## src/vbi_pkg.sv

```systemverilog
// Shared constants and types for the data-service status and clock select slice
package vbi_pkg;
  localparam int ADDR_W = 8;
  localparam int DATA_W = 8;
  localparam logic [7:0] ADDR_PAD_CFG = 8'h8F;
  localparam logic [7:0] ADDR_STATUS = 8'h90;
  localparam logic [7:0] ADDR_WSS_LO = 8'h91;
  localparam logic [7:0] ADDR_WSS_HI = 8'h92;
  localparam logic [7:0] ADDR_EDTV_A = 8'h93;
  localparam logic [7:0] ADDR_EDTV_B = 8'h94;
  localparam logic [7:0] READ_UNMAPPED = 8'h00;
  localparam int SEL_LSB = 4;
  localparam int SEL_W = 3;
  localparam logic [2:0] SEL_FULL = 3'h0;
  localparam logic [2:0] SEL_HALF = 3'h5;
  localparam logic [2:0] SEL_RESET = 3'h0;
  localparam int BIT_WSS = 0;
  localparam int BIT_CCAP = 1;
  localparam int BIT_EDTV = 2;
  localparam int BIT_CGMS = 3;
  localparam int FLAG_W = 4;
  localparam int WSS_W = 14;
  localparam int WSS_HI_W = 6;
  localparam int EDTV_W = 16;

  // Level outputs of the line decoders plus the copy-control decode event
  typedef struct packed {
    logic widescreen_present;
    logic caption_present;
    logic enhanced_tv_present;
    logic copy_control_present;
    logic copy_control_decode;
    logic copy_control_crc_ok;
  } detect_t;

  typedef struct packed {
    logic [WSS_W-1:0] widescreen;
    logic [EDTV_W-1:0] enhanced_tv;
  } payload_t;
endpackage : vbi_pkg

```

## src/llc_pad_mux.sv

```systemverilog
// Output clock pad selector between full- and half-rate line-locked clocks
`timescale 1ns/1ps
module llc_pad_mux
(
  input wire logic [vbi_pkg::SEL_W-1:0] sel,
  input wire logic line_locked_clock_full_rate,
  input wire logic line_locked_clock_half_rate,
  output logic pad_clk
);
  // Codes other than the half-rate one fall back to full rate
  always_comb
  begin
    if (sel == vbi_pkg::SEL_HALF)
    begin
      pad_clk = line_locked_clock_half_rate;
    end
    else
    begin
      pad_clk = line_locked_clock_full_rate;
    end
  end
endmodule : llc_pad_mux

```

## src/vbi_status_and_clock_select.sv

```systemverilog
// Register slice: output clock pad select, data-service status, payload bytes
`timescale 1ns/1ps
module vbi_status_and_clock_select
(
  input wire logic CORE_CLK,
  input wire logic SYS_RST,
  input wire logic [vbi_pkg::ADDR_W-1:0] REG_ADDR,
  input wire logic REG_WR,
  input wire logic [vbi_pkg::DATA_W-1:0] REG_WDATA,
  input wire logic REG_RD,
  output logic [vbi_pkg::DATA_W-1:0] REG_RDATA,
  output logic REG_RVALID,
  input wire vbi_pkg::detect_t DETECT,
  input wire logic CGMS_CRC_CHECK_EN,
  input wire logic WSS_VALID,
  input wire logic [vbi_pkg::WSS_W-1:0] WSS_DATA,
  input wire logic EDTV_VALID,
  input wire logic [vbi_pkg::EDTV_W-1:0] EDTV_DATA,
  input wire logic LLC_FULL_RATE,
  input wire logic LLC_HALF_RATE,
  output logic LLC_PAD_OUT,
  output logic [vbi_pkg::SEL_W-1:0] PAD_SELECT
);

  typedef struct packed {
    logic [vbi_pkg::SEL_W-1:0] pad_sel;
    logic [vbi_pkg::FLAG_W-1:0] flags;
    vbi_pkg::payload_t payload;
    logic [vbi_pkg::DATA_W-1:0] rdata;
    logic rvalid;
  } state_t;

  localparam state_t STATE_RESET = '{
    pad_sel: vbi_pkg::SEL_RESET,
    flags: '0,
    payload: '0,
    rdata: '0,
    rvalid: 1'b0
  };

  state_t state_reg;
  state_t state_next;
  logic cgms_accept;
  logic [vbi_pkg::FLAG_W-2:0] level_flags;

  assign level_flags[vbi_pkg::BIT_WSS] = DETECT.widescreen_present;
  assign level_flags[vbi_pkg::BIT_CCAP] = DETECT.caption_present;
  assign level_flags[vbi_pkg::BIT_EDTV] = DETECT.enhanced_tv_present;

  // Decode event qualified by the optional checksum check
  assign cgms_accept = DETECT.copy_control_decode &
    (~CGMS_CRC_CHECK_EN | DETECT.copy_control_crc_ok);

  always_comb
  begin
    state_next = state_reg;
    state_next.rvalid = REG_RD;
    // Only the select field is stored; reserved bits read back as zero
    if (REG_WR && (REG_ADDR == vbi_pkg::ADDR_PAD_CFG))
    begin
      state_next.pad_sel = REG_WDATA[vbi_pkg::SEL_LSB +: vbi_pkg::SEL_W];
    end
    // Presence flags track the decoder levels
    for (int i = 0; i < vbi_pkg::FLAG_W - 1; i++)
    begin
      state_next.flags[i] = level_flags[i];
    end
    // Decode sets, loss of CGMS clears; a set in the same cycle wins
    if (cgms_accept)
    begin
      state_next.flags[vbi_pkg::BIT_CGMS] = 1'b1;
    end
    else if (!DETECT.copy_control_present)
    begin
      state_next.flags[vbi_pkg::BIT_CGMS] = 1'b0;
    end
    // Payload only changes on decoder capture; host writes never reach it
    if (WSS_VALID)
    begin
      state_next.payload.widescreen = WSS_DATA;
    end
    if (EDTV_VALID)
    begin
      state_next.payload.enhanced_tv = EDTV_DATA;
    end
    if (REG_RD)
    begin
      case (REG_ADDR)
        vbi_pkg::ADDR_PAD_CFG:
        begin
          state_next.rdata = '0;
          state_next.rdata[vbi_pkg::SEL_LSB +: vbi_pkg::SEL_W] = state_reg.pad_sel;
        end
        vbi_pkg::ADDR_STATUS:
        begin
          state_next.rdata = {{(vbi_pkg::DATA_W - vbi_pkg::FLAG_W){1'b0}}, state_reg.flags};
        end
        vbi_pkg::ADDR_WSS_LO:
        begin
          state_next.rdata = state_reg.payload.widescreen[vbi_pkg::DATA_W-1:0];
        end
        vbi_pkg::ADDR_WSS_HI:
        begin
          // Undetermined top bits read as zero
          state_next.rdata = {{(vbi_pkg::DATA_W - vbi_pkg::WSS_HI_W){1'b0}},
            state_reg.payload.widescreen[vbi_pkg::WSS_W-1:vbi_pkg::DATA_W]};
        end
        vbi_pkg::ADDR_EDTV_A:
        begin
          state_next.rdata = state_reg.payload.enhanced_tv[vbi_pkg::DATA_W-1:0];
        end
        vbi_pkg::ADDR_EDTV_B:
        begin
          state_next.rdata = state_reg.payload.enhanced_tv[vbi_pkg::EDTV_W-1:vbi_pkg::DATA_W];
        end
        default:
        begin
          state_next.rdata = vbi_pkg::READ_UNMAPPED;
        end
      endcase
    end
  end

  always_ff @(posedge CORE_CLK)
  begin
    if (SYS_RST)
    begin
      state_reg <= STATE_RESET;
    end
    else
    begin
      state_reg <= state_next;
    end
  end

  llc_pad_mux u_pad_mux
  (
    .sel(state_reg.pad_sel),
    .line_locked_clock_full_rate(LLC_FULL_RATE),
    .line_locked_clock_half_rate(LLC_HALF_RATE),
    .pad_clk(LLC_PAD_OUT)
  );

  assign REG_RDATA = state_reg.rdata;
  assign REG_RVALID = state_reg.rvalid;
  assign PAD_SELECT = state_reg.pad_sel;

  AST_PAD_FULL: assert property (@(posedge CORE_CLK) disable iff (SYS_RST)
    (state_reg.pad_sel == vbi_pkg::SEL_FULL) |-> (LLC_PAD_OUT == LLC_FULL_RATE))
    else $error("Full-rate select does not drive full-rate clock");

  AST_PAD_HALF: assert property (@(posedge CORE_CLK) disable iff (SYS_RST)
    (REG_WR && REG_ADDR == vbi_pkg::ADDR_PAD_CFG
      && REG_WDATA[vbi_pkg::SEL_LSB +: vbi_pkg::SEL_W] == vbi_pkg::SEL_HALF)
    |=> (PAD_SELECT == vbi_pkg::SEL_HALF) && (LLC_PAD_OUT == LLC_HALF_RATE))
    else $error("Half-rate write does not select half-rate clock");

  AST_WSS_CCAP_FLAGS: assert property (@(posedge CORE_CLK) disable iff (SYS_RST)
    ##1 state_reg.flags[vbi_pkg::BIT_WSS] == $past(DETECT.widescreen_present)
      && state_reg.flags[vbi_pkg::BIT_CCAP] == $past(DETECT.caption_present))
    else $error("Wide-screen or caption flag does not follow detection");

  AST_EDTV_FLAG_READ: assert property (@(posedge CORE_CLK) disable iff (SYS_RST)
    (REG_RD && REG_ADDR == vbi_pkg::ADDR_STATUS && !$past(SYS_RST))
    |=> REG_RVALID && REG_RDATA[vbi_pkg::BIT_EDTV] == $past(DETECT.enhanced_tv_present, 2))
    else $error("EDTV flag read does not follow detection");

  AST_EDTV_PAYLOAD: assert property (@(posedge CORE_CLK) disable iff (SYS_RST)
    (EDTV_VALID ##1 (REG_RD && REG_ADDR == vbi_pkg::ADDR_EDTV_A && !EDTV_VALID))
    |=> REG_RVALID && REG_RDATA == $past(EDTV_DATA[vbi_pkg::DATA_W-1:0], 2))
    else $error("EDTV first byte does not return captured data");

  AST_CGMS_LOST: assert property (@(posedge CORE_CLK) disable iff (SYS_RST)
    (!DETECT.copy_control_present && !DETECT.copy_control_decode)
    |=> !state_reg.flags[vbi_pkg::BIT_CGMS])
    else $error("CGMS flag held without CGMS present");

  AST_CGMS_CHECKSUM: assert property (@(posedge CORE_CLK) disable iff (SYS_RST)
    $rose(state_reg.flags[vbi_pkg::BIT_CGMS])
    |-> $past(DETECT.copy_control_decode
      && (!CGMS_CRC_CHECK_EN || DETECT.copy_control_crc_ok)))
    else $error("CGMS flag rose without an accepted packet");

  AST_WSS_READ_ONLY: assert property (@(posedge CORE_CLK) disable iff (SYS_RST)
    (REG_WR && (REG_ADDR == vbi_pkg::ADDR_WSS_LO || REG_ADDR == vbi_pkg::ADDR_WSS_HI)
      && !WSS_VALID) |=> $stable(state_reg.payload.widescreen))
    else $error("Host write changed wide-screen payload");

  AST_WSS_HIGH_BITS: assert property (@(posedge CORE_CLK) disable iff (SYS_RST)
    (REG_RD && REG_ADDR == vbi_pkg::ADDR_WSS_HI)
    |=> REG_RDATA[vbi_pkg::DATA_W-1:vbi_pkg::WSS_HI_W] == '0)
    else $error("Wide-screen high byte top bits not zero");

  // Set wins even when CGMS presence drops in the same cycle
  AST_CGMS_SET: assert property (@(posedge CORE_CLK) disable iff (SYS_RST)
    (DETECT.copy_control_decode && (!CGMS_CRC_CHECK_EN || DETECT.copy_control_crc_ok))
    |=> state_reg.flags[vbi_pkg::BIT_CGMS])
    else $error("Accepted CGMS decode did not set the flag");

  // Every read answered exactly one cycle later, and nothing else
  AST_READ_ANSWER: assert property (@(posedge CORE_CLK) disable iff (SYS_RST)
    ##1 REG_RVALID == $past(REG_RD))
    else $error("Read answer not exactly one cycle after the request");

  AST_PAD_RESERVED: assert property (@(posedge CORE_CLK) disable iff (SYS_RST)
    (REG_RD && REG_ADDR == vbi_pkg::ADDR_PAD_CFG)
    |=> REG_RDATA[vbi_pkg::SEL_LSB-1:0] == '0 && !REG_RDATA[vbi_pkg::DATA_W-1])
    else $error("Pad select register reserved bits not zero");

  AST_STATUS_TOP_ZERO: assert property (@(posedge CORE_CLK) disable iff (SYS_RST)
    (REG_RD && REG_ADDR == vbi_pkg::ADDR_STATUS)
    |=> REG_RDATA[vbi_pkg::DATA_W-1:vbi_pkg::FLAG_W] == '0)
    else $error("Status register reserved bits not zero");

endmodule : vbi_status_and_clock_select

```

## config.mk

```make
export PLATFORM = sky130hd
export DESIGN_NAME = vbi_status_and_clock_select
export DESIGN_NICKNAME = d
export VERILOG_FILES = /design/src/vbi_pkg.sv /design/src/llc_pad_mux.sv /design/src/vbi_status_and_clock_select.sv
export SDC_FILE = /design/constraint.sdc
export NUM_CORES = 1
export LEC_CHECK = 0
export BUFFER_PORTS_ARGS = -buffer_cell sky130_fd_sc_hd__buf_2
export CORE_MARGIN = 2
export CORE_UTILIZATION = 45
export CTS_CLUSTER_SIZE = 40
export DETAILED_ROUTE_END_ITERATION = 10
export PLACE_DENSITY = 0.76
export SYNTH_ARGS = -nofsm -noshare
export SYNTH_HDL_FRONTEND = slang
export SYNTH_SLANG_ARGS = --single-unit
```

## constraint.sdc

```tcl
create_clock -name CORE_CLK -period 1.2 [get_ports CORE_CLK]
set_clock_uncertainty 0.1 [all_clocks]
set_input_delay 0.06 -clock CORE_CLK [delete_from_list [all_inputs] [get_ports CORE_CLK]]
set_output_delay 0.06 -clock CORE_CLK [all_outputs]
set_load 0.02 [all_outputs]
```

======== Yosys cells after proc, flatten, opt, wreduce, memory -nomap -nowiden ========
Cells that the tools add are included.
storage, ports and cells
  output and inout port bits .............. 13
  register bits ........................... 46
  bits of input ports ..................... 61
cells by class
  mux-type cells .......................... 4
  reductions and logical operators ........ 1
  bitwise operators ....................... 3
  eq/ne operators ......................... 8
operators by type and width
  kind                                            count
  equality test 8 bit (second input constant)     6
  one-hot mux 8 bit (6 select lines)              1
  equality test 3 bit (second input constant)     1
  2-to-1 mux 1 bit                                3
  != test 2 x 1 -> 1 bit (second input constant)  1
  AND 1 bit                                       1
  logical AND 1 bit                               1
  NOT 1 bit                                       1
  bitwise OR 1 bit                                1

======== Depth between registers and ports, before layout ========
  depth in word-level cells ............... 4
  gate-level depth with buffers ........... 6
  gate-level depth less buffers ........... 4

======== Hierarchy ========
From an unflattened synthesis, not the netlist that was laid out.
unflattened totals
  cell total of the unflattened synthesis .. 188
  area total of the unflattened synthesis .. 2039.5 um^2
by module, submodules not included
  module                       cells an instance  instances  area an instance (um^2)
  vbi_status_and_clock_select  186                1          2004.4
  llc_pad_mux                  2                  1          35.0

======== Least setup slack after synthesis ========
No wires, ideal clock.
  path kind ............................... reg-to-reg
  start ................................... register state_reg[21] (netlist bit)
  end ..................................... register state_reg (netlist bit REG_RDATA[4])
  setup slack ............................. -0.132 ns
  clock period less this slack ............ 1.332 ns
  library setup time ...................... 0.123 ns
  stages on the path, launching flop included .. 5
  data arrival time ....................... 1.109 ns
  data required time ...................... 0.977 ns
  cell sequence ........................... dfxtp_1 -> nor4bb_1 -> or3_1 -> a222oi_1 -> o21ai_1
between the ends
  longest elaborated chain between the ends .. 1
RTL lines
  item                                line                                text
  start: declaration                  vbi_status_and_clock_select.sv:41   state_t state_reg;
  start signal: assignment            vbi_status_and_clock_select.sv:132  state_reg <= state_next;
  one-hot mux 8 bit (6 select lines)  vbi_status_and_clock_select.sv:88   case (REG_ADDR)
No other way between the ends.
A chain may end at the register's enable or synchronous reset.

======== Worst setup path in the final report ========
Same ends and word-level chain as after synthesis.

==> results_dict.tcl <==
set metrics [dict create \
    grt-ovfl-total 0 \
    routedWlPerCell_um 15.7 \
    finalMaxSlewViolations 0 \
    total_power_mw 3.39 \
    total_setup_violations_reported_at_the_end_of_the_flow 6 \
    max_slew_margin_pct 74.3 \
    tritoncts "built" \
    synth_seq_area_share_pct 42.9 \
    period_share_pct 129 \
    worst_hold_path_type "input port to flop" \
    fin_setup_tns_ns -0.739 \
    seq_power_share_pct 48.4 \
    first_pass_grt_wire_length_mm 9.27 \
    die-area_um2 5340 \
    mappedNetlistArea_um2 2150 \
    root_buffer "sky130_fd_sc_hd__clkbuf_8" \
    min_period_ns 1.55 \
    areaGrowthSynthToFinish_pct 49.6 \
    use_met2_pct 40.9 \
    max_freq_mhz 646 \
    antenna-diode-count 0 \
    ys_ff_latch 46 \
    detail-route-antenna-nets 0 \
    postSynthNetCount 278 \
    row_count 25 \
    maxCapViolations 0 \
    tritoncts_buffer_count 5 \
    grt_max_degree 29 \
    global_route.usage.met1_pct 26.1 \
    fp.coreArea_um2 4660 \
    failing_checks "negative setup slack" \
    die_h_um 73.1 \
    synth-async-reset-ratio_pct 0 \
    hold-worst-slack_ns 0.00346 \
    detail_route.iter0.violations 113 \
    pre_cts_ws_ns -0.312 \
    run_status "complete, but fails checks" \
    post_synth_num_cell_types 42 \
    grt_setup_unrepaired "true" \
    synth_warnings 0 \
    power.combinational.fraction_pct 17.1 \
    dp.final_hpwl_mm 3.75 \
    critical_path_arrival_ns 1.64 \
    synth_top_flop_cell "sky130_fd_sc_hd__dfxtp_1" \
    dr.pass1.iters 4 \
    layout-drive-gt1-share_pct 39.8 \
    antenna_found_initial 0 \
    wirelength_routed_mm 6.10 \
    postSynthCellCount 217 \
    h_tree_lvl_count 2 \
    place_inst 340 \
    start_kind "flop" \
    instances_no_fill 388 \
    grt_pass1_vias 2005 \
    clk_path_buf_depth 2 \
    ios 74 \
    grt_util_met3_pct 5.25 \
    flip_flop_count_of_the_largest_register_after_layout 34 \
    nets 394 \
    num_vias 2027 \
    fin_ws_ns -0.349 \
    switchingPower_uw 838 \
    global_route.peak_usage_layer "met2" \
    p_per_area_nw_per_um2 1050 \
    starting_density_of_the_core_pct 46.1 \
    timing.final.hold_violations 0 \
    buffer_ports.inserted 68 \
    power_frac_clock_pct 34.5 \
    tightestPinTransition_ns 0.385 \
    drcViolationCount 0 \
    leakage_nw 1.48 \
    setup.worst_path.class "flop to flop" \
    worst_ep_required_time_ns 1.29 \
    viasPerCell 5.22 \
    post_synth.cell_area_avg_um2 9.90 \
    critical_path_peak_fanout 2 \
    grt_use_total_pct 23.0 \
    power_report.internal_total_mw 2.55 \
    cts_sinks 46 \
    die_width_um 73.1 \
    gpl.final_weighted_congestion 0.840 \
    timing.critical_path.to_type "flop" \
    clkSlewWorstSetupHoldPaths_ns 0.09 \
    insertion_delay_ns 0.31 \
    synth_edf_count 0 \
    max-vdd-ir-drop_uv 708 \
    sw_frac_of_total_pct 24.7 \
]
## Yosys cell counts, types with 2 or more instances
cell,count,area (um2)
sky130_fd_sc_hd__dfxtp_1,46,921
sky130_fd_sc_hd__nor2_1,39,146
sky130_fd_sc_hd__mux2i_1,34,340
sky130_fd_sc_hd__buf_4,11,82.6
sky130_fd_sc_hd__a21oi_1,7,35.0
sky130_fd_sc_hd__nand2_1,6,22.5
sky130_fd_sc_hd__a22oi_1,5,37.5
sky130_fd_sc_hd__buf_2,5,25.0
sky130_fd_sc_hd__a32o_1,4,40.0
sky130_fd_sc_hd__clkbuf_1,4,15.0
sky130_fd_sc_hd__mux2_1,4,45.0
sky130_fd_sc_hd__nor2b_1,4,25.0
sky130_fd_sc_hd__o22ai_1,4,25.0
sky130_fd_sc_hd__buf_6,3,33.8
sky130_fd_sc_hd__inv_1,3,11.3
sky130_fd_sc_hd__nand2b_1,3,18.8
sky130_fd_sc_hd__nor3b_1,3,22.5
sky130_fd_sc_hd__nor4bb_1,3,30.0
sky130_fd_sc_hd__o21ai_1,3,15.0
sky130_fd_sc_hd__and3_1,2,12.5
sky130_fd_sc_hd__nand4bb_1,2,22.5
sky130_fd_sc_hd__nor3_1,2,10.0
## through the flow
| stage | instance area (um2) | utilization (%) |
|---|---|---|
| after detailed placement | 2630 | 56.3 |
| final | 3210 | 69.0 |
| after CTS | 3180 | 68.3 |
| after global placement | 2630 | 56.3 |
| after floorplan | 2150 | - |
| after global routing | 3210 | 69.0 |
## repair_timing
item,CTS,global route
setup endpoints to repair,7,8
gates resized for setup,14,12
pin swaps,3,5
cloned,0,0
hold buffers,40,0
hold endpoints to repair,39,0
buffers inserted,0,0
## power groups by stage
stage	sequential [mW]	clock, mW	combinational, mW
after detailed placement	1.67	0	0.442
after floorplan	1.66	0	0.245
after global placement	1.67	0	0.430
final	1.64	1.17	0.579
after global routing	1.65	1.23	0.620
after CTS	1.64	1.19	0.555
## per-layer routing
metal  wire (um)  vias to the layer above  part of all wire (%)
li1            -                      988                     -
met1        2590                      954                    42
met2        3040                       72                    50
met3         349                       13                   5.7
met4         129                        0                   2.1
met5           0                        -                     0
## kinds of logic after synthesis
group                  synth area share, %
buffers and inverters                 8.15
AO/OA/AOI/OAI                         11.4
AND/OR/NAND/NOR                       19.2
multiplexers                          18.5
flip-flops                            42.9
## layout make-up
cell class / instances / area, um2
Clock buffer: 5 / 68.8
Clock inverter: 3 / 43.8
Fill cell: 334 / 1450
Inverter: 4 / 15.0
Multi-Input combinational cell: 143 / 1110
Sequential cell: 46 / 932
Tap cell: 54 / 67.6
Timing Repair Buffer: 133 / 972
## worst max-delay path, stage by stage (launching register included)
cell and delay [ns]:
sky130_fd_sc_hd__dfxtp_2 0.33, sky130_fd_sc_hd__nor4bb_1 0.11, sky130_fd_sc_hd__or3_1 0.41, sky130_fd_sc_hd__a222oi_1 0.38, sky130_fd_sc_hd__o21ai_1 0.10
## layout by cell type, fill, tap and decap left out, types with 2 or more instances in the layout
master and instances:
sky130_fd_sc_hd__a21oi_1 4, sky130_fd_sc_hd__a21oi_2 3, sky130_fd_sc_hd__a22oi_1 4, sky130_fd_sc_hd__a22oi_2 2, sky130_fd_sc_hd__a32o_1 4, sky130_fd_sc_hd__and3_1 2, sky130_fd_sc_hd__buf_12 3, sky130_fd_sc_hd__buf_2 67
sky130_fd_sc_hd__buf_4 22, sky130_fd_sc_hd__clkbuf_8 5, sky130_fd_sc_hd__dfxtp_1 37, sky130_fd_sc_hd__dfxtp_2 9, sky130_fd_sc_hd__dlygate4sd3_1 40, sky130_fd_sc_hd__inv_1 3, sky130_fd_sc_hd__mux2_2 2, sky130_fd_sc_hd__mux2_4 2
sky130_fd_sc_hd__mux2i_1 34, sky130_fd_sc_hd__nand2_1 5, sky130_fd_sc_hd__nand2b_1 3, sky130_fd_sc_hd__nand4bb_1 2, sky130_fd_sc_hd__nor2_1 37, sky130_fd_sc_hd__nor2b_1 3, sky130_fd_sc_hd__nor2b_2 2, sky130_fd_sc_hd__nor3_1 2
sky130_fd_sc_hd__nor3b_1 3, sky130_fd_sc_hd__nor4bb_1 3, sky130_fd_sc_hd__o21ai_1 3, sky130_fd_sc_hd__o22ai_1 4
## path summary, 6_finish.rpt
path                       from            to  slack [ns]  cells after the start
setup / recovery  state_reg[21]  REG_RDATA[4]       -0.35                      4
hold / removal          SYS_RST  REG_RDATA[6]       0.003                      4
setup reg to reg  state_reg[21]  REG_RDATA[4]       -0.35                      4
hold reg to reg    REG_RDATA[6]  REG_RDATA[6]        0.35                      2
Power figures use the tool's default switching activity.
